## src/status_pkg.sv

```systemverilog
// Package with offsets, field positions, reset values and encodings for the status block builder.
package status_pkg;

  // Register byte offsets on the plain register port.
  localparam logic [7:0] CAP_CFG_OFS = 8'h00;
  localparam logic [7:0] BATT_CNT_OFS = 8'h04;
  localparam logic [7:0] LIVE_OFS = 8'h08;
  localparam logic [7:0] TEMP_OFS = 8'h0c;
  localparam logic [7:0] CAPS_RD_OFS = 8'h10;
  localparam logic [7:0] STATUS_RD_OFS = 8'h14;
  localparam logic [7:0] IRQ_STAT_OFS = 8'h18;
  localparam logic [7:0] IRQ_MASK_OFS = 8'h1c;

  // Capability source-inputs bit positions.
  localparam int CAP_EXT_BIT = 0;
  localparam int CAP_UNCON_BIT = 1;
  localparam int CAP_BATT_BIT = 2;

  // Present-input bit positions.
  localparam int PI_EXT_BIT = 1;
  localparam int PI_AC_BIT = 2;
  localparam int PI_BATT_BIT = 3;
  localparam int PI_NONBATT_BIT = 4;

  // Battery count limit per kind.
  localparam logic [3:0] MAX_BATT = 4'h4;

  // Temperature encodings.
  localparam logic [7:0] TEMP_UNSUPPORTED = 8'h00;
  localparam logic [7:0] TEMP_BELOW_2C = 8'h01;
  localparam logic [7:0] TEMP_2C = 8'h02;

  // Status block length in bytes, which is the extended header data size.
  localparam logic [8:0] STATUS_SIZE = 9'h003;

  // Index of the last byte of the status block.
  localparam logic [1:0] LAST_IDX = 2'h2;

  // Interrupt status bit positions.
  localparam int IRQ_REQ_BIT = 0;
  localparam int IRQ_SENT_BIT = 1;
  localparam int IRQ_W = 2;

  // Reset values.
  localparam logic [7:0] RST_BYTE = 8'h00;

  // Transmit state machine states.
  typedef enum logic [1:0] {TX_IDLE, TX_SEND, TX_DONE} tx_state_t;

endpackage

```

## src/source_status_block_builder.sv

```systemverilog
// Source status block builder with capability fields, transmitter and registers.
`timescale 1ns/1ps
module source_status_block_builder (
  // Clock and reset
  input wire logic clk,
  input wire logic nrst,
  // Register port
  input wire logic [7:0] reg_addr,
  input wire logic [31:0] reg_wdata,
  input wire logic reg_wr,
  input wire logic reg_rd,
  output logic [31:0] reg_rdata,
  // Request from the partner protocol logic
  input wire logic status_req,
  // Status block byte stream out
  output logic tx_valid,
  output logic [7:0] tx_data,
  output logic tx_first,
  output logic tx_last,
  output logic [8:0] tx_size,
  input wire logic tx_ready,
  // Interrupt
  output logic irq
);
  import status_pkg::*;

  // Software configuration and live state registers.
  logic [2:0] cap_cfg_r;
  logic [7:0] batt_cnt_r;
  logic [10:0] live_r;
  logic [7:0] temp_r;
  logic [IRQ_W-1:0] irq_stat_r;
  logic [IRQ_W-1:0] irq_mask_r;
  logic [31:0] rdata_r;

  // Transmitter state.
  tx_state_t state_r;
  tx_state_t state_nxt;
  logic [1:0] idx_r;
  logic [1:0] idx_nxt;
  logic pend_r;
  logic [7:0] blk_r [0:2];
  logic [7:0] tx_data_r;

  // Encoded fields.
  logic [7:0] inputs_byte;
  logic [7:0] batt_byte;
  logic [7:0] present_byte;
  logic [7:0] battin_byte;

  // Capability source-inputs and batteries bytes, built from the configuration word.
  cap_fields u_cap (
    .ext_ok(cap_cfg_r[CAP_EXT_BIT]),
    .uncon_ok(cap_cfg_r[CAP_UNCON_BIT]),
    .batt_ok(cap_cfg_r[CAP_BATT_BIT]),
    .hot_cnt(batt_cnt_r[7:4]),
    .fixed_cnt(batt_cnt_r[3:0]),
    .inputs_byte(inputs_byte),
    .batt_byte(batt_byte)
  );

  // Present-input and battery-input bytes, built from the live supply state.
  status_fields u_stat (
    .ext_cap(cap_cfg_r[CAP_EXT_BIT]),
    .ac_supply(live_r[0]),
    .batt_on(live_r[1]),
    .nonbatt_on(live_r[2]),
    .batt_mask(live_r[10:3]),
    .present_byte(present_byte),
    .battin_byte(battin_byte)
  );

  // Register map of the plain register port, one word per four byte addresses.
  //   CAP_CFG_OFS    read-write  [0] external supply, [1] unconstrained, [2] battery.
  //   BATT_CNT_OFS   read-write  [7:4] hot-swappable count, [3:0] fixed count.
  //   LIVE_OFS       read-write  [0] AC input, [1] battery supplying, [2] other internal
  //                              source supplying, [10:3] supplying battery flags.
  //   TEMP_OFS       read-write  internal temperature byte as sent in the block.
  //   CAPS_RD_OFS    read-only   {batteries byte, source-inputs byte}.
  //   STATUS_RD_OFS  read-only   {battery-input, present-input, temperature} bytes.
  //   IRQ_STAT_OFS   write one to clear  [0] request seen, [1] block sent.
  //   IRQ_MASK_OFS   read-write  same layout as the interrupt status.
  // Writes to the read-only words and to unmapped addresses are dropped; unmapped
  // reads return zero so software probing the map always sees a clean value.
  // Narrow fields sit in the low bits and the upper bits of every word read zero.

  // Compares the bus address with one register offset; used by every select below.
  function automatic logic addr_hit(input logic [7:0] addr, input logic [7:0] ofs);
    addr_hit = (addr == ofs);
  endfunction

  // Address decode, shared by the write enables and the read multiplexer.
  wire sel_cap = addr_hit(reg_addr, CAP_CFG_OFS);
  wire sel_cnt = addr_hit(reg_addr, BATT_CNT_OFS);
  wire sel_live = addr_hit(reg_addr, LIVE_OFS);
  wire sel_temp = addr_hit(reg_addr, TEMP_OFS);
  wire sel_caps = addr_hit(reg_addr, CAPS_RD_OFS);
  wire sel_stat = addr_hit(reg_addr, STATUS_RD_OFS);
  wire sel_is = addr_hit(reg_addr, IRQ_STAT_OFS);
  wire sel_im = addr_hit(reg_addr, IRQ_MASK_OFS);

  // Write enables, one per writable word.
  wire we_cap = reg_wr & sel_cap;
  wire we_cnt = reg_wr & sel_cnt;
  wire we_live = reg_wr & sel_live;
  wire we_temp = reg_wr & sel_temp;
  wire we_is = reg_wr & sel_is;
  wire we_im = reg_wr & sel_im;

  // Read data selection; unmapped addresses read zero.
  logic [31:0] rd_mux;
  assign rd_mux = sel_cap ? {29'h0, cap_cfg_r} :
                  sel_cnt ? {24'h0, batt_cnt_r} :
                  sel_live ? {21'h0, live_r} :
                  sel_temp ? {24'h0, temp_r} :
                  sel_caps ? {16'h0, batt_byte, inputs_byte} :
                  sel_stat ? {8'h0, battin_byte, present_byte, temp_r} :
                  sel_is ? {30'h0, irq_stat_r} :
                  sel_im ? {30'h0, irq_mask_r} : 32'h0;

  // Events: request taken and block fully sent.
  wire req_take = status_req & (state_r == TX_IDLE);
  wire sent_ev = (state_r == TX_SEND) & tx_ready & (idx_r == LAST_IDX);
  wire [IRQ_W-1:0] ev_vec = {sent_ev, status_req};

  // Read data register; a word stands for one cycle after its strobe, zero otherwise.
  always_ff @(posedge clk or negedge nrst) begin
    if (!nrst) begin
      rdata_r <= 32'h0;
    end else begin
      rdata_r <= reg_rd ? rd_mux : 32'h0;
    end
  end

  // Capability configuration: external, unconstrained and battery input flags.
  always_ff @(posedge clk or negedge nrst) begin
    if (!nrst) begin
      cap_cfg_r <= 3'h0;
    end else if (we_cap) begin
      cap_cfg_r <= reg_wdata[2:0];
    end
  end

  // Battery counts as written; the limit is applied on the way out, so software reads
  // back exactly what it wrote and can spot its own bad setting.
  always_ff @(posedge clk or negedge nrst) begin
    if (!nrst) begin
      batt_cnt_r <= RST_BYTE;
    end else if (we_cnt) begin
      batt_cnt_r <= reg_wdata[7:0];
    end
  end

  // Live supply state; the partner only ever sees it through the per-block snapshot.
  always_ff @(posedge clk or negedge nrst) begin
    if (!nrst) begin
      live_r <= 11'h000;
    end else if (we_live) begin
      live_r <= reg_wdata[10:0];
    end
  end

  // Internal temperature byte, kept current by software and forwarded unchanged.
  always_ff @(posedge clk or negedge nrst) begin
    if (!nrst) begin
      temp_r <= TEMP_UNSUPPORTED;
    end else if (we_temp) begin
      temp_r <= reg_wdata[7:0];
    end
  end

  // Interrupt mask, same layout as the status word.
  always_ff @(posedge clk or negedge nrst) begin
    if (!nrst) begin
      irq_mask_r <= '0;
    end else if (we_im) begin
      irq_mask_r <= reg_wdata[IRQ_W-1:0];
    end
  end

  // Sticky interrupt status; a new event wins over a write-one clear in the same
  // cycle, so an event that lands while software clears its bit is never lost.
  always_ff @(posedge clk or negedge nrst) begin
    if (!nrst) begin
      irq_stat_r <= '0;
    end else begin
      irq_stat_r <= (irq_stat_r & ~(we_is ? reg_wdata[IRQ_W-1:0] : '0)) | ev_vec;
    end
  end

  // Level interrupt while any unmasked status bit is set; read data from its register.
  assign irq = |(irq_stat_r & irq_mask_r);
  assign reg_rdata = rdata_r;

  // Next-state logic of the block transmitter. A new or a pending request in idle
  // starts a block. Each byte holds until the partner takes it, so a slow receiver
  // only stretches the block and never loses a byte. After the last byte one done
  // cycle passes before idle, which keeps two blocks apart on the stream and gives
  // the pending flag a clean idle cycle in which to start the next block.
  always_comb begin
    state_nxt = state_r;
    idx_nxt = idx_r;
    case (state_r)
      TX_IDLE: begin
        if (status_req || pend_r) begin
          state_nxt = TX_SEND;
          idx_nxt = 2'd0;
        end
      end
      TX_SEND: begin
        if (tx_ready) begin
          if (idx_r == LAST_IDX) begin
            state_nxt = TX_DONE;
          end else begin
            idx_nxt = idx_r + 2'd1;
          end
        end
      end
      default: begin
        state_nxt = TX_IDLE;
      end
    endcase
  end

  // Loads a fresh snapshot on the edge that starts a block.
  wire snap_ld = (state_r == TX_IDLE) & (state_nxt == TX_SEND);

  // Sequencer registers of the transmitter.
  always_ff @(posedge clk or negedge nrst) begin
    if (!nrst) begin
      state_r <= TX_IDLE;
      idx_r <= 2'h0;
    end else begin
      state_r <= state_nxt;
      idx_r <= idx_nxt;
    end
  end

  // A request arriving while busy is remembered so it is still answered; any number
  // of such requests collapse into one further block.
  always_ff @(posedge clk or negedge nrst) begin
    if (!nrst) begin
      pend_r <= 1'b0;
    end else if (status_req && !req_take) begin
      pend_r <= 1'b1;
    end else if (state_r == TX_IDLE) begin
      pend_r <= 1'b0;
    end
  end

  // Bytes of the block in the order they are sent.
  logic [7:0] snap_src [0:2];
  assign snap_src[0] = temp_r;
  assign snap_src[1] = present_byte;
  assign snap_src[2] = battin_byte;

  // Snapshot the block at request so the three bytes stay coherent while they are
  // sent, even if software updates the live state in the middle of a block.
  for (genvar g = 0; g < 3; g++) begin : g_snap
    always_ff @(posedge clk or negedge nrst) begin
      if (!nrst) begin
        blk_r[g] <= RST_BYTE;
      end else if (snap_ld) begin
        blk_r[g] <= snap_src[g];
      end
    end
  end

  // Outgoing byte register: byte 0 comes straight from its source as a block starts,
  // then the snapshot byte that the index moves to, and zero outside a block.
  always_ff @(posedge clk or negedge nrst) begin
    if (!nrst) begin
      tx_data_r <= RST_BYTE;
    end else if (snap_ld) begin
      tx_data_r <= snap_src[0];
    end else if (state_nxt == TX_SEND) begin
      tx_data_r <= blk_r[idx_nxt];
    end else begin
      tx_data_r <= RST_BYTE;
    end
  end

  // Stream outputs decode the sequencer state.
  assign tx_valid = (state_r == TX_SEND);
  assign tx_data = tx_data_r;
  assign tx_first = tx_valid & (idx_r == 2'h0);
  assign tx_last = tx_valid & (idx_r == LAST_IDX);
  assign tx_size = STATUS_SIZE;

endmodule // source_status_block_builder

```

## src/cap_fields.sv

```systemverilog
// Capability source-inputs and batteries byte encoder.
`timescale 1ns/1ps
module cap_fields (
  // Requested capability settings
  input wire logic ext_ok,
  input wire logic uncon_ok,
  input wire logic batt_ok,
  input wire logic [3:0] hot_cnt,
  input wire logic [3:0] fixed_cnt,
  // Encoded bytes
  output logic [7:0] inputs_byte,
  output logic [7:0] batt_byte
);
  import status_pkg::*;

  logic [3:0] hot_lim;
  logic [3:0] fixed_lim;

  // Counts above the limit are clipped so a bad setting never goes out.
  assign hot_lim = (hot_cnt > MAX_BATT) ? MAX_BATT : hot_cnt;
  assign fixed_lim = (fixed_cnt > MAX_BATT) ? MAX_BATT : fixed_cnt;

  // Bit 1 only rides on bit 0; bit 2 stands alone; the rest stays zero.
  assign inputs_byte = {5'h00, batt_ok, ext_ok & uncon_ok, ext_ok};
  assign batt_byte = {hot_lim, fixed_lim};

endmodule // cap_fields

```

## src/status_fields.sv

```systemverilog
// Present-input and battery-input byte encoder for the status block.
`timescale 1ns/1ps
module status_fields (
  // Live supply state
  input wire logic ext_cap,
  input wire logic ac_supply,
  input wire logic batt_on,
  input wire logic nonbatt_on,
  input wire logic [7:0] batt_mask,
  // Encoded bytes
  output logic [7:0] present_byte,
  output logic [7:0] battin_byte
);
  import status_pkg::*;

  // External bit mirrors the advertised capability; AC only meaningful with it.
  assign present_byte = {3'h0, nonbatt_on, batt_on, ext_cap & ac_supply, ext_cap, 1'b0};
  // Battery flags only when a battery supplies power.
  assign battin_byte = batt_on ? batt_mask : 8'h00;

endmodule // status_fields

```

## config.mk

```make
export PLATFORM = sky130hd
export DESIGN_NAME = source_status_block_builder
export DESIGN_NICKNAME = d
export VERILOG_FILES = /design/src/status_pkg.sv /design/src/source_status_block_builder.sv /design/src/cap_fields.sv /design/src/status_fields.sv
export SDC_FILE = /design/constraint.sdc
export NUM_CORES = 1
export LEC_CHECK = 0
export BUFFER_PORTS_ARGS = -buffer_cell sky130_fd_sc_hd__buf_2
export CORE_MARGIN = 2
export CORE_UTILIZATION = 58
export DETAILED_ROUTE_END_ITERATION = 16
export PLACE_DENSITY = 0.94
export SYNTH_ARGS = -nofsm -noshare
export SYNTH_HDL_FRONTEND = slang
export SYNTH_SLANG_ARGS = --single-unit
export TNS_END_PERCENT = 5
```

## constraint.sdc

```tcl
create_clock -name clk -period 3.19 [get_ports clk]
set_clock_uncertainty 0.15 [all_clocks]
set_input_delay 0.1595 -clock clk [delete_from_list [all_inputs] [get_ports clk]]
set_output_delay 0.1595 -clock clk [all_outputs]
set_load 0.01 [all_outputs]
```

-- Yosys cells after proc, flatten, opt, wreduce, memory -nomap -nowiden
Cells that the tools add are included.
W data, S select, Z words.
- input bits: 46
- output and inout port bits: 53
- logic and storage cells: 83
- register bits: 91
- reductions and logical operators: 8
- bitwise gates (word level): 19
- equal/unequal tests: 10
- add/sub/neg operators: 1
- mux-type cells: 28
- $lt $le $gt $ge: 3
- operator list (cell ; number):
    $mux W24 ; 7
    $mux W8 ; 5
    $eq A8 B5 Y1 const B ; 4
    $mux W2 ; 9
    $bmux W8 S2 ; 1
    $eq A8 B4 Y1 const B ; 2
    $and A1 B1 Y1 ; 14
    $eq A8 B3 Y1 const B ; 1
    $gt A4 B3 Y1 const B ; 2
    $logic_not A8 Y1 ; 1
    $mux W4 ; 2
    $pmux W2 S2 ; 2
    $and A2 B2 Y2 ; 2
    $eq A2 B1 Y1 const B ; 2
    $logic_not A2 Y1 ; 2
    $ge A3 B3 Y1 const B ; 1
    $not A2 Y3 ; 1
    $add A2 B1 Y2 const B ; 1
    $eq A2 B2 Y1 const B ; 1
    $mux W1 ; 2
    $not A2 Y2 ; 1
    $or A2 B2 Y2 ; 1
    $reduce_bool A2 Y1 ; 1
    $reduce_or A2 Y1 ; 1
    other kinds (3) ; 3

-- Depth between registers and ports, before layout
Gate-level depths: netlist of the first run.
- depth after elaboration: 10
- gate-level depth with buffers: 7
- mapped depth without buffers: 6

-- Modules after synthesis
Synthesis of the first run repeated with hierarchy kept, for this count alone.
- cell total of the unflattened synthesis: 435
- area, all modules: 4571.9 µm²
- modules (own cells, without submodules) (module ; times used ; cells an instance ; area each (µm²)):
    source_status_block_builder ; 1 ; 401 ; 4339.2
    cap_fields ; 1 ; 17 ; 120.1
    status_fields ; 1 ; 17 ; 112.6

-- Worst setup path before layout of the first run
Ideal clock, no wire load.
- path type: reg-to-reg
- start: reg state_r[0]
- end: reg tx_data_r[4], in the netlist tx_data[4]
- arrival time: 1462 ps
- clock period less this slack: 1750 ps
- data required time: 2901 ps
- cell stages (with the launch flop): 6
- setup slack: 1440 ps
- library setup time: 139 ps
- path through: dfrtp_1 > buf_6 > or4b_4 > nand4_4 > mux2i_1 > o221ai_2
- word-level cells in the longest chain between the ends: 8
- elaborated cells on any way between the ends: 15
- classes of those cells: eq/ne (2); mux (10); bitwise (2); reduce/logical (1)
- ends and longest elaborated chain (what ; line ; text):
    start, declared ; source_status_block_builder.sv:37 ; tx_state_t state_r;
    start signal, assigned ; source_status_block_builder.sv:234 ; state_r <= state_nxt;
    $eq A2 B1 Y1 / $logic_not A2 Y1 (equally long branches) ; source_status_block_builder.sv:203 ; case (state_r)
    $pmux W2 S2 (*) ; source_status_block_builder.sv:203 ;
    via idx_nxt[0] ; source_status_block_builder.sv:40 ; logic [1:0] idx_nxt;
    $not A2 Y3 (not written as such) (*) ; source_status_block_builder.sv:277 ; tx_data_r <= blk_r[idx_nxt];
    $bmux W8 S2 (*) ; source_status_block_builder.sv:277 ;
    $mux W8 (not written as such) (*) (2 in series) ; source_status_block_builder.sv:277 ;
    $mux W8 (*) ; source_status_block_builder.sv:276 ; end else if (state_nxt == TX_SEND) begin
    $mux W8 (*) ; source_status_block_builder.sv:274 ; end else if (snap_ld) begin
    end signal, assigned ; source_status_block_builder.sv:275 ; tx_data_r <= snap_src[0];
    end signal, assigned ; source_status_block_builder.sv:277 ;
    end, declared ; source_status_block_builder.sv:43 ; logic [7:0] tx_data_r;
The timed path passes the listed nets; every way through them passes the cells marked *. The select of a mux whose other input is x is not followed.
A chain may end at the register's enable or synchronous reset.

-- Worst setup path after layout of the first run
- start: reg state_r[0]
- end: out tx_first
- word-level cells in the longest chain between the ends: 2
- ends and longest elaborated chain (what ; line ; text):
    $eq A2 B1 Y1 ; source_status_block_builder.sv:284 ; assign tx_valid = (state_r == TX_SEND);
    $and A1 B1 Y1 ; source_status_block_builder.sv:286 ; assign tx_first = tx_valid & (idx_r == 2'h0);
    end, declared ; source_status_block_builder.sv:18 ; output logic tx_first,
No other way between the ends.

==> out/metrics.yaml, run 1 <==
synth-seq-area-share_pct: 52.6
place_area_um2: 4620
synthCells: 380
fill_cells: 525
yosys_warnings: 0
path_max_fanout: 9
async_flop_share_pct: 100
routed_wl_um: 9570
cap_violations: 0
clockBufferDepth: 2
crit_family: "simple AND/OR/NAND/NOR gates"
hold_viol: 0
grt_pass1_wl_um: 15600
via_per_inst: 5.64
dieArea_um2: 8170
grt_max_degree: 92
crit_buf_inv: 1
ys_seq_elements: 91
place_congestion: 0.913
cts_resized: 0
area_delta_synth_final_pct: 14.9
cts_setup_buffers: 0
h-tree-depth: 3
ys.flop_type: "dfrtp_1"
cp_slowest_cell: "dfrtp_1"
rsz0062_at_grt: "false"
setup_viol: 0
fin_cells: 555
grtUsageTotal_pct: 24.6
dpl.cell_count: 524
place_hpwl_um: 6620
critPathLaunchType: "flip-flop"
power_density_nw_per_um2: 547
core-area_um2: 7250
worstPathRequired_ps: 2880
hold_slack_ps: 27.4
synth_edf_count: 0
drtAntennaViolNets: 0
period_minus_slack_ps: 1960
status: "complete, no violations"
drtIter0Drc: 207
die_w_um: 90.4
fin_crit_sh_pct: 61.5
drc_errors: 0
worstPathArrival_ps: 1650
cts_tree: "done"
avgRoutedWirePerCell_um: 17.2
synth.distinct_cells: 55
port_buffers: 60
cp_cell_sequence: "nor2b_1, and2_1, buf_2"
worst_pin_slew_ps: 1100
critPathKind: "flip-flop to output port"
ios: 99
slew_viol_final: 0
p_leak_nw: 2.50
power_w: 0.00272
via_count: 3130
diodes: 0
final_layout_size_suffix_gt1_share_pct: 28.5
start_util_pct: 59.7
finalSetupTns_ps: 0
crit_path_max_incr_delay_ps: 510
max_clock_freq_ghz: 0.510
grt_overflow: 0
numCtsBuffers: 9
cts_num_sinks: 91
cp-end-kind: "output port"
design_area_um2: 4970
cts_hold_buf: 15
relSlewSlack_pct: 26.9
grt_antenna_before_repair: 0
clk_latency_ps: 380
clk_pin_slew_ps: 90
syn_avg_cell_area_um2: 11.4
hold_class: "input port to flip-flop"
syn_area_um2: 4330
grt_pass1_vias: 3113
root_buffer: "clkbuf_8"
rows: 31
dr.pass1.iters: 4
max-vdd-ir-drop_v: 0.000237
final_nets: 499
fp.dieH_um: 90.4
## layout by cell type, fill, tap and decap left out, drive strengths merged, types with 3 or more instances in the layout
cell type / instances
a21oi: 6
mux2i: 9
nor2b: 4
o21ai: 15
inv: 11
and3: 5
conb: 18
mux2: 36
o2bb2ai: 3
dfrtp: 91
nand2: 61
nand4: 6
nor2: 16
dlygate4sd3: 15
and2: 13
o221ai: 5
a21o: 4
a22oi: 3
clkbuf: 9
nor3: 5
nand3: 17
a22o: 5
buf: 62
nand2b: 5
## sequential cells by signal (all words and copies together), names as in the netlist
name,cells
batt_cnt_r,8
blk_r,20
cap_cfg_r,3
idx_r,2
irq_mask_r,2
irq_stat_r,2
live_r,11
pend_r,1
reg_rdata,24
state_r,2
temp_r,8
tx_data,8
## worst register-to-register path, delay by kind of cell (launching register included)
kind                     cells  cell delay [ps]
AO/OA/AOI/OAI                2              690
adder cells (fa/ha/maj)      1              330
AND/OR/NAND/NOR              1               70
flip-flops                   1              470
buffers and inverters        1               80
## metal layers
| layer | routed length (µm) | track usage (%) | vias up | part of all wire [%] |
|---|---|---|---|---|
| li1 | - | - | 1442 | - |
| met1 | 3870 | 31.6 | 1523 | 40 |
| met2 | 4770 | 40.0 | 136 | 50 |
| met3 | 630 | 5.43 | 29 | 6.6 |
| met4 | 306 | 11.4 | 0 | 3.2 |
| met5 | 0 | 0 | - | 0 |
## logic make-up after synthesis
group           count (synthesis)  synth area share [%]
simple gates                  145                  19.6
mux                            45                  12.3
fa+ha+maj                       2                 0.578
other cells                     2                 0.173
buf+inv                        40                  5.66
compound gates                 55                  9.13
flops                          91                  52.6
## cell type report
class,instances,area (µm²),share of cell area (%)
Multi-Input combinational cell,265,1870,37.7
Timing Repair Buffer,77,468,9.41
Clock inverter,7,81.3,1.64
Tap cell,99,124,2.49
Sequential cell,91,2280,45.8
Clock buffer,9,124,2.49
Inverter,7,26.3,0.528
## through the flow
step                utilization, %  setup slack (ps)
floorplan                        -              1440
global placement              63.7              1290
detailed placement            63.7              1260
CTS                           68.6              1240
global route                  68.6              1100
finish                        68.6              1230
## worst paths after layout
kind / startpoint / to / slack, ps / cells past startpoint
max in group asynchronous: nrst / blk_r[6] / 1810 / 2
max reg2reg: idx_r[1] / tx_data[2] / 1260 / 5
max: state_r[0] / tx_first / 1230 / 3
min: reg_addr[5] / reg_rdata[12] / 30 / 4
min reg2reg: blk_r[17] / blk_r[17] / 340 / 2
min in group asynchronous: nrst / tx_data[1] / 360 / 2
## cells in the mapped netlist, types with 2 or more instances
master | n | share of area (%)
a21o_1 | 4 | 0.69
a21oi_1 | 6 | 0.69
a221oi_1 | 2 | 0.40
a22o_1 | 5 | 1.0
a22oi_1 | 3 | 0.52
a32oi_1 | 2 | 0.40
and2_1 | 12 | 1.7
and3_1 | 4 | 0.58
buf_2 | 3 | 0.35
buf_4 | 20 | 3.5
buf_6 | 2 | 0.52
clkbuf_1 | 7 | 0.61
conb_1 | 2 | 0.17
dfrtp_1 | 91 | 53
ha_1 | 2 | 0.58
inv_1 | 7 | 0.61
mux2_2 | 26 | 6.8
mux2_4 | 10 | 3.5
mux2i_1 | 9 | 2.1
nand2_1 | 60 | 5.2
nand2b_1 | 5 | 0.72
nand3_1 | 16 | 1.8
nand3b_1 | 2 | 0.35
nand4_1 | 3 | 0.43
nand4_4 | 3 | 1.5
nand4b_1 | 2 | 0.40
nor2_1 | 16 | 1.4
nor2b_1 | 4 | 0.58
nor3_1 | 3 | 0.35
nor3b_1 | 2 | 0.35
nor4_4 | 2 | 0.98
o21a_1 | 2 | 0.35
o21ai_0 | 14 | 1.6
o221ai_1 | 4 | 0.81
o22a_1 | 2 | 0.40
o2bb2ai_1 | 3 | 0.61
or4b_4 | 2 | 0.64
## power breakdown
| part | total, W | internal, W | switching, W |
|---|---|---|---|
| sequential | 0.00133 | 0.00124 | 0.0000879 |
| combinational | 0.000580 | 0.000225 | 0.000355 |
| clock | 0.000811 | 0.000376 | 0.000435 |
No activity file was read; power rests on OpenSTA's default activity.
==> run 2: changes to the inputs <==
--- a/config.mk
+++ b/config.mk
@@ -7,9 +7,9 @@
 export LEC_CHECK = 0
 export BUFFER_PORTS_ARGS = -buffer_cell sky130_fd_sc_hd__buf_2
 export CORE_MARGIN = 2
-export CORE_UTILIZATION = 58
+export CORE_UTILIZATION = 49
 export DETAILED_ROUTE_END_ITERATION = 16
-export PLACE_DENSITY = 0.94
+export PLACE_DENSITY = 0.85
 export SYNTH_ARGS = -nofsm -noshare
 export SYNTH_HDL_FRONTEND = slang
 export SYNTH_SLANG_ARGS = --single-unit
==> constraint.sdc (replaced) <==
create_clock -name clk -period 1.7 [get_ports clk]
set_clock_uncertainty 0.15 [all_clocks]
set_input_delay 0.085 -clock clk [delete_from_list [all_inputs] [get_ports clk]]
set_output_delay 0.085 -clock clk [all_outputs]
set_load 0.01 [all_outputs]
==> out/metrics.yaml, run 2 (synthesized netlist as in run 1, its figures left out) <==
cts_tree: "done"
clockBufferDepth: 2  # unchanged
hold_slack_ps: 21.7  # -5.64 ps
cp_cell_sequence: "or4b_4, nand4_4, mux2i_2, o221ai_2"
avgRoutedWirePerCell_um: 17.0  # -1.3%
via_per_inst: 5.60  # -0.77%
worst_slack_ps: -34.3  # -1260 ps
grt_overflow: 0  # unchanged
fin_crit_sh_pct: 102
grt_antenna_before_repair: 0  # unchanged
cp_slowest_cell: "or4b_4"
die_w_um: 98.0  # +8.4%
root_buffer: "clkbuf_8"
grt_pass1_wl_um: 16500  # +5.8%
violations: "setup timing"
diodes: 0  # unchanged
area_delta_synth_final_pct: 22.2
final_cell_mix: "dfrtp_1, nand2_1, buf_2"
power_frac_seq_pct: 46.5  # -2.4 points
p_leak_nw: 2.65  # +6.1%
power_density_nw_per_um2: 1010  # +84%
place_area_um2: 4830  # +4.6%
drc_errors: 0  # unchanged
dieArea_um2: 9610  # +18%
worstPathRequired_ps: 1800  # -1080 ps
design_area_um2: 5290  # +6.4%
routed_wl_um: 10100  # +5.3%
final_common_cell: "dfrtp_1"
pwr-share-clk_pct: 25.7  # -4.1 points
largest_reg_flops: 24  # unchanged
slew_viol_final: 0  # unchanged
max-vdd-ir-drop_v: 0.000382  # +61%
rsz0062_at_grt: "true"
period_minus_slack_ps: 1730
core-area_um2: 8640  # +19%
via_count: 3313  # +5.8%
status: "finished with violations"
crit_family: "simple AND/OR/NAND/NOR gates"
internal-power_w: 0.00359  # +95%
swShare_pct: 32.5  # +0.27 points
hold_class: "input port to flip-flop"
start_util_pct: 50.1  # -9.6 points
numCtsBuffers: 9  # unchanged
clk_latency_ps: 370  # about the same
cp-end-kind: "flip-flop"
drtAntennaViolNets: 0  # unchanged
crit_path_max_incr_delay_ps: 520  # about the same
ios: 99  # unchanged
crit_buf_inv: 0  # -1
p_switching_w: 0.00173  # +97%
final_nets: 527  # +5.6%
critPathKind: "flip-flop to flip-flop"
final_layout_size_suffix_gt1_share_pct: 34.5  # +6.0 points
setup_viol: 4  # +4
grt_pass1_vias: 3322  # +6.7%
drtIter0Drc: 217  # +4.8%
path_max_fanout: 5  # -4
max_clock_freq_ghz: 0.577
h-tree-depth: 3  # unchanged
place_hpwl_um: 7210  # +8.9%
fp.dieH_um: 98.0  # +8.4%
dr.pass1.iters: 5  # +1
place_congestion: 0.894  # -2.0%
worstPathArrival_ps: 1830  # +180 ps
cap_violations: 0  # unchanged
rows: 34  # +9.7%
port_buffers: 60  # unchanged
post-route-util_pct: 61.3  # -7.3 points
critPathLaunchType: "flip-flop"
clk_pin_slew_ps: 90  # about the same
hold_viol: 0  # unchanged
grt_max_degree: 37  # -60%
grtUsageTotal_pct: 21.9  # -2.7 points
combPwrFrac_pct: 27.8  # +6.5 points
cts_num_sinks: 91  # unchanged
-- run 2: cell count changes in the layout (fill, tap and decap cells not counted), sizes merged --
cell / previous run / this run
buf: 62 / 88
bufinv: 1 / 0
clkinvlp: 0 / 2
dlygate4sd3: 15 / 17
inv: 11 / 10
-- run 2: cell type report --
class	instances	area, µm²
fill	680	3350
sequential	91	2280
multi-input combinational	265	1920
timing repair buffer	105	753
tap	108	135
clock buffer	9	124
clock inverter	7	57.6
inverter	7	26.3
-- run 2: layer usage --
layer / up-vias / GRT usage, % / share of wire (%)
li1: 1500 / - / -
met1: 1632 / 27.1 / 39
met2: 154 / 36.9 / 51
met3: 27 / 3.79 / 6.8
met4: 0 / 11.0 / 3.1
met5: - / 0 / 0
-- run 2: worst reg2reg max path, cell delays in order, from the launching register on --
cell	delay, ps
dfrtp_1	450
or4b_4	520
nand4_4	130
mux2i_2	250
o221ai_2	120
-- run 2: timing repair --
item                                    CTS  global route
endpoints found under the hold margin   136             0
hold buffers                             17             0
setup buffers                             4             2
gates resized for setup                  10             8
pin swaps                                 4             5
endpoints found under the setup margin   11            10
-- run 2: path summary, 6_finish.rpt --
path	slack (ps)	depth (start not counted)	startpoint	to
worst max-delay path	-30	4	state_r[0]	tx_data[4]
worst min-delay path	20	4	reg_addr[7]	reg_rdata[14]
worst max register to register	-30	4	state_r[0]	tx_data[4]
worst min register to register	330	2	blk_r[7]	blk_r[7]
max in group asynchronous	860	3	nrst	idx_r[1]
min in group asynchronous	40	2	nrst	live_r[10]
-- run 2: power by group through the flow --
stage | Sequential (W) | Clock, W | Combinational (W)
after floorplan | 0.00247 | 0 | 0.000784
after global placement | 0.00250 | 0 | 0.00114
after detailed placement | 0.00251 | 0 | 0.00119
after CTS | 0.00247 | 0.00138 | 0.00139
after global routing | 0.00250 | 0.00149 | 0.00161
final | 0.00247 | 0.00137 | 0.00148
-- run 2: per-stage QoR --
step	power (W)	setup WS, ps	setup TNS [ps]	instances
finish	0.00532	-34.3	-67.0	592
global route	0.00559	-95.3	-414	592
CTS	0.00524	-35.9	-77.5	590
detailed placement	0.00370	-130	-334	553
global placement	0.00364	34.0	0	553
floorplan	0.00326	22.1	0	396
==> run 3: changes to the inputs <==
--- a/config.mk
+++ b/config.mk
@@ -9,7 +9,7 @@
 export CORE_MARGIN = 2
 export CORE_UTILIZATION = 49
 export DETAILED_ROUTE_END_ITERATION = 16
-export PLACE_DENSITY = 0.85
+export PLACE_DENSITY = 0.83
 export SYNTH_ARGS = -nofsm -noshare
 export SYNTH_HDL_FRONTEND = slang
 export SYNTH_SLANG_ARGS = --single-unit
==> out/metrics.yaml, run 3 (synthesized netlist as in run 1, its figures left out) <==
post-route-util_pct: 61.9  # +0.61 points
clockBufferDepth: 2  # unchanged
clk_latency_ps: 370  # about the same
numCtsBuffers: 9  # unchanged
max_clock_freq_ghz: 0.583  # +1.1%
final_layout_size_suffix_gt1_share_pct: 34.6  # +0.12 points
avgRoutedWirePerCell_um: 17.1  # +0.13%
power_density_nw_per_um2: 1050  # +4.0%
p_switching_w: 0.00177  # +1.9%
design_area_um2: 5340  # +0.99%
r2r_cells: 4  # unchanged
rsz0062_at_grt: "true"
final_cell_mix: "dfrtp_1, nand2_1, buf_2"
cts_tree: "done"
worstReg2RegEnd: "tx_data[4]"
drtIter0Drc: 197  # -9.2%
place_congestion: 0.901  # +0.79%
root_buffer: "clkbuf_8"
worstPathArrival_ps: 1830  # about the same
grt_antenna_before_repair: 0  # unchanged
r2r_slack_ps: -20  # +20 ps
via_per_inst: 5.50  # -1.7%
clk_pin_slew_ps: 100  # about the same
cp_cell_sequence: "or4b_4, nand4_4, mux2i_1, o221ai_2"
cts_num_sinks: 91  # unchanged
hold_class: "input port to async pin"
fin_crit_sh_pct: 101  # -1.1 points
cap_violations: 0  # unchanged
worst_slack_ps: -15.3  # +19.0 ps
hold_viol: 0  # unchanged
combPwrFrac_pct: 27.5  # -0.3 points
place_area_um2: 4840  # +0.26%
swShare_pct: 31.6  # -0.96 points
core-area_um2: 8640  # unchanged
max-vdd-ir-drop_v: 0.000517  # +36%
hold_slack_ps: 49.9  # +28.2 ps
dr.pass1.iters: 5  # unchanged
cp-end-kind: "flip-flop"
drc_errors: 0  # unchanged
port_buffers: 60  # unchanged
drtAntennaViolNets: 0  # unchanged
fp.dieH_um: 98.0  # unchanged
dieArea_um2: 9610  # unchanged
pwr-share-clk_pct: 28.3  # +2.6 points
fill_cells: 673  # -1.0%
routed_wl_um: 10200  # +1.3%
ios: 99  # unchanged
crit_path_max_incr_delay_ps: 540  # +20 ps
internal-power_w: 0.00383  # +6.5%
worstPathRequired_ps: 1810  # about the same
rows: 34  # unchanged
critPathLaunchType: "flip-flop"
start_util_pct: 50.1  # unchanged
grt_pass1_wl_um: 16700  # +1.4%
final_nets: 534  # +1.3%
h-tree-depth: 3  # unchanged
grt_max_degree: 45  # +22%
cp_slowest_cell: "or4b_4"
area_delta_synth_final_pct: 23.4
grtUsageTotal_pct: 21.9  # +0.070 points
largest_reg_flops: 24  # unchanged
p_leak_nw: 2.69  # +1.6%
crit_family: "simple AND/OR/NAND/NOR gates"
die_w_um: 98.0  # unchanged
final_common_cell: "dfrtp_1"
diodes: 0  # unchanged
critPathKind: "flip-flop to flip-flop"
place_hpwl_um: 7020  # -2.6%
grt_overflow: 0  # unchanged
status: "finished with violations"
r2r-start: "pend_r"
crit_buf_inv: 0  # unchanged
power_frac_seq_pct: 44.1  # -2.4 points
path_max_fanout: 5  # unchanged
period_minus_slack_ps: 1720  # -19.0 ps
grt_pass1_vias: 3318  # -0.12%
violations: "setup timing"
via_count: 3294  # -0.57%
setup_viol: 1  # -3
slew_viol_final: 0  # unchanged
power_w: 0.00559  # +5.0%
==> run 3: cell types whose count changed in the layout (fill, tap and decap cells not counted), moves of 2 or more <==
| cell | before | now |
|---|---|---|
| buf_4 | 23 | 31 |
| buf_12 | 4 | 2 |
| mux2i_1 | 7 | 9 |
| mux2i_2 | 2 | 0 |
| o21ai_0 | 12 | 10 |
| o21ai_1 | 3 | 5 |
==> run 3: timing repair <==
item                                    CTS  global route
endpoints found under the hold margin   133             0
pin swaps                                 3             8
setup buffers                             4             3
gates resized for setup                   7            10
hold buffers                             18             0
endpoints found under the setup margin    8            10
==> run 3: through the flow <==
stage	setup slack, ps	cells	setup TNS [ps]
floorplan	22.1	396	0
global placement	58.3	558	0
detailed placement	-39.4	558	-62.2
CTS	-2.52	596	-2.52
global route	-73.3	599	-450
finish	-15.3	599	-15.3
==> run 3: worst max-delay path by stage <==
stage,slack [ps],to,cells past startpoint,startpoint
detailed placement,-40,tx_data[5],6,idx_r[1]
finish,-20,tx_data[4],4,pend_r
global placement,60,tx_data[6],6,idx_r[1]
CTS,-3,tx_data[4],4,pend_r
global route,-70,tx_data[5],6,idx_r[1]
floorplan,20,tx_data[4],5,state_r[0]
==> run 3: metal layers <==
| metal | global-route usage (%) | share of wire (%) |
|---|---|---|
| met2 | 36.8 | 49 |
| met3 | 3.87 | 5.3 |
| met5 | 0 | 0 |
| met4 | 8.01 | 2.8 |
| met1 | 28.7 | 43 |
==> run 3: power groups by stage <==
stage,clock (W),combinational (W),sequential (W)
6_report,0.00158,0.00154,0.00247
3_5_place_dp,0,0.00125,0.00250
2_1_floorplan,0,0.000784,0.00247
5_1_grt,0.00168,0.00168,0.00248
4_1_cts,0.00158,0.00141,0.00246
3_3_place_gp,0,0.00120,0.00249
==> run 3: final cells by class <==
class                   count  area (µm²)  area share, %
clock buffers              10         138           2.58
flip-flops and latches     91        2280           42.6
clock inverters             6        80.1           1.50
inverters                   7        26.3          0.492
multi-input cells         265        1900           35.6
repair buffers            112         783           14.7
well taps                 108         135           2.53
==> run 3: worst register-to-register path: cells and delay by family (launching register included) <==
| family | cells | cell delay, ps |
|---|---|---|
| simple gates | 2 | 700 |
| flops | 1 | 400 |
| mux | 1 | 250 |
| compound gates | 1 | 110 |
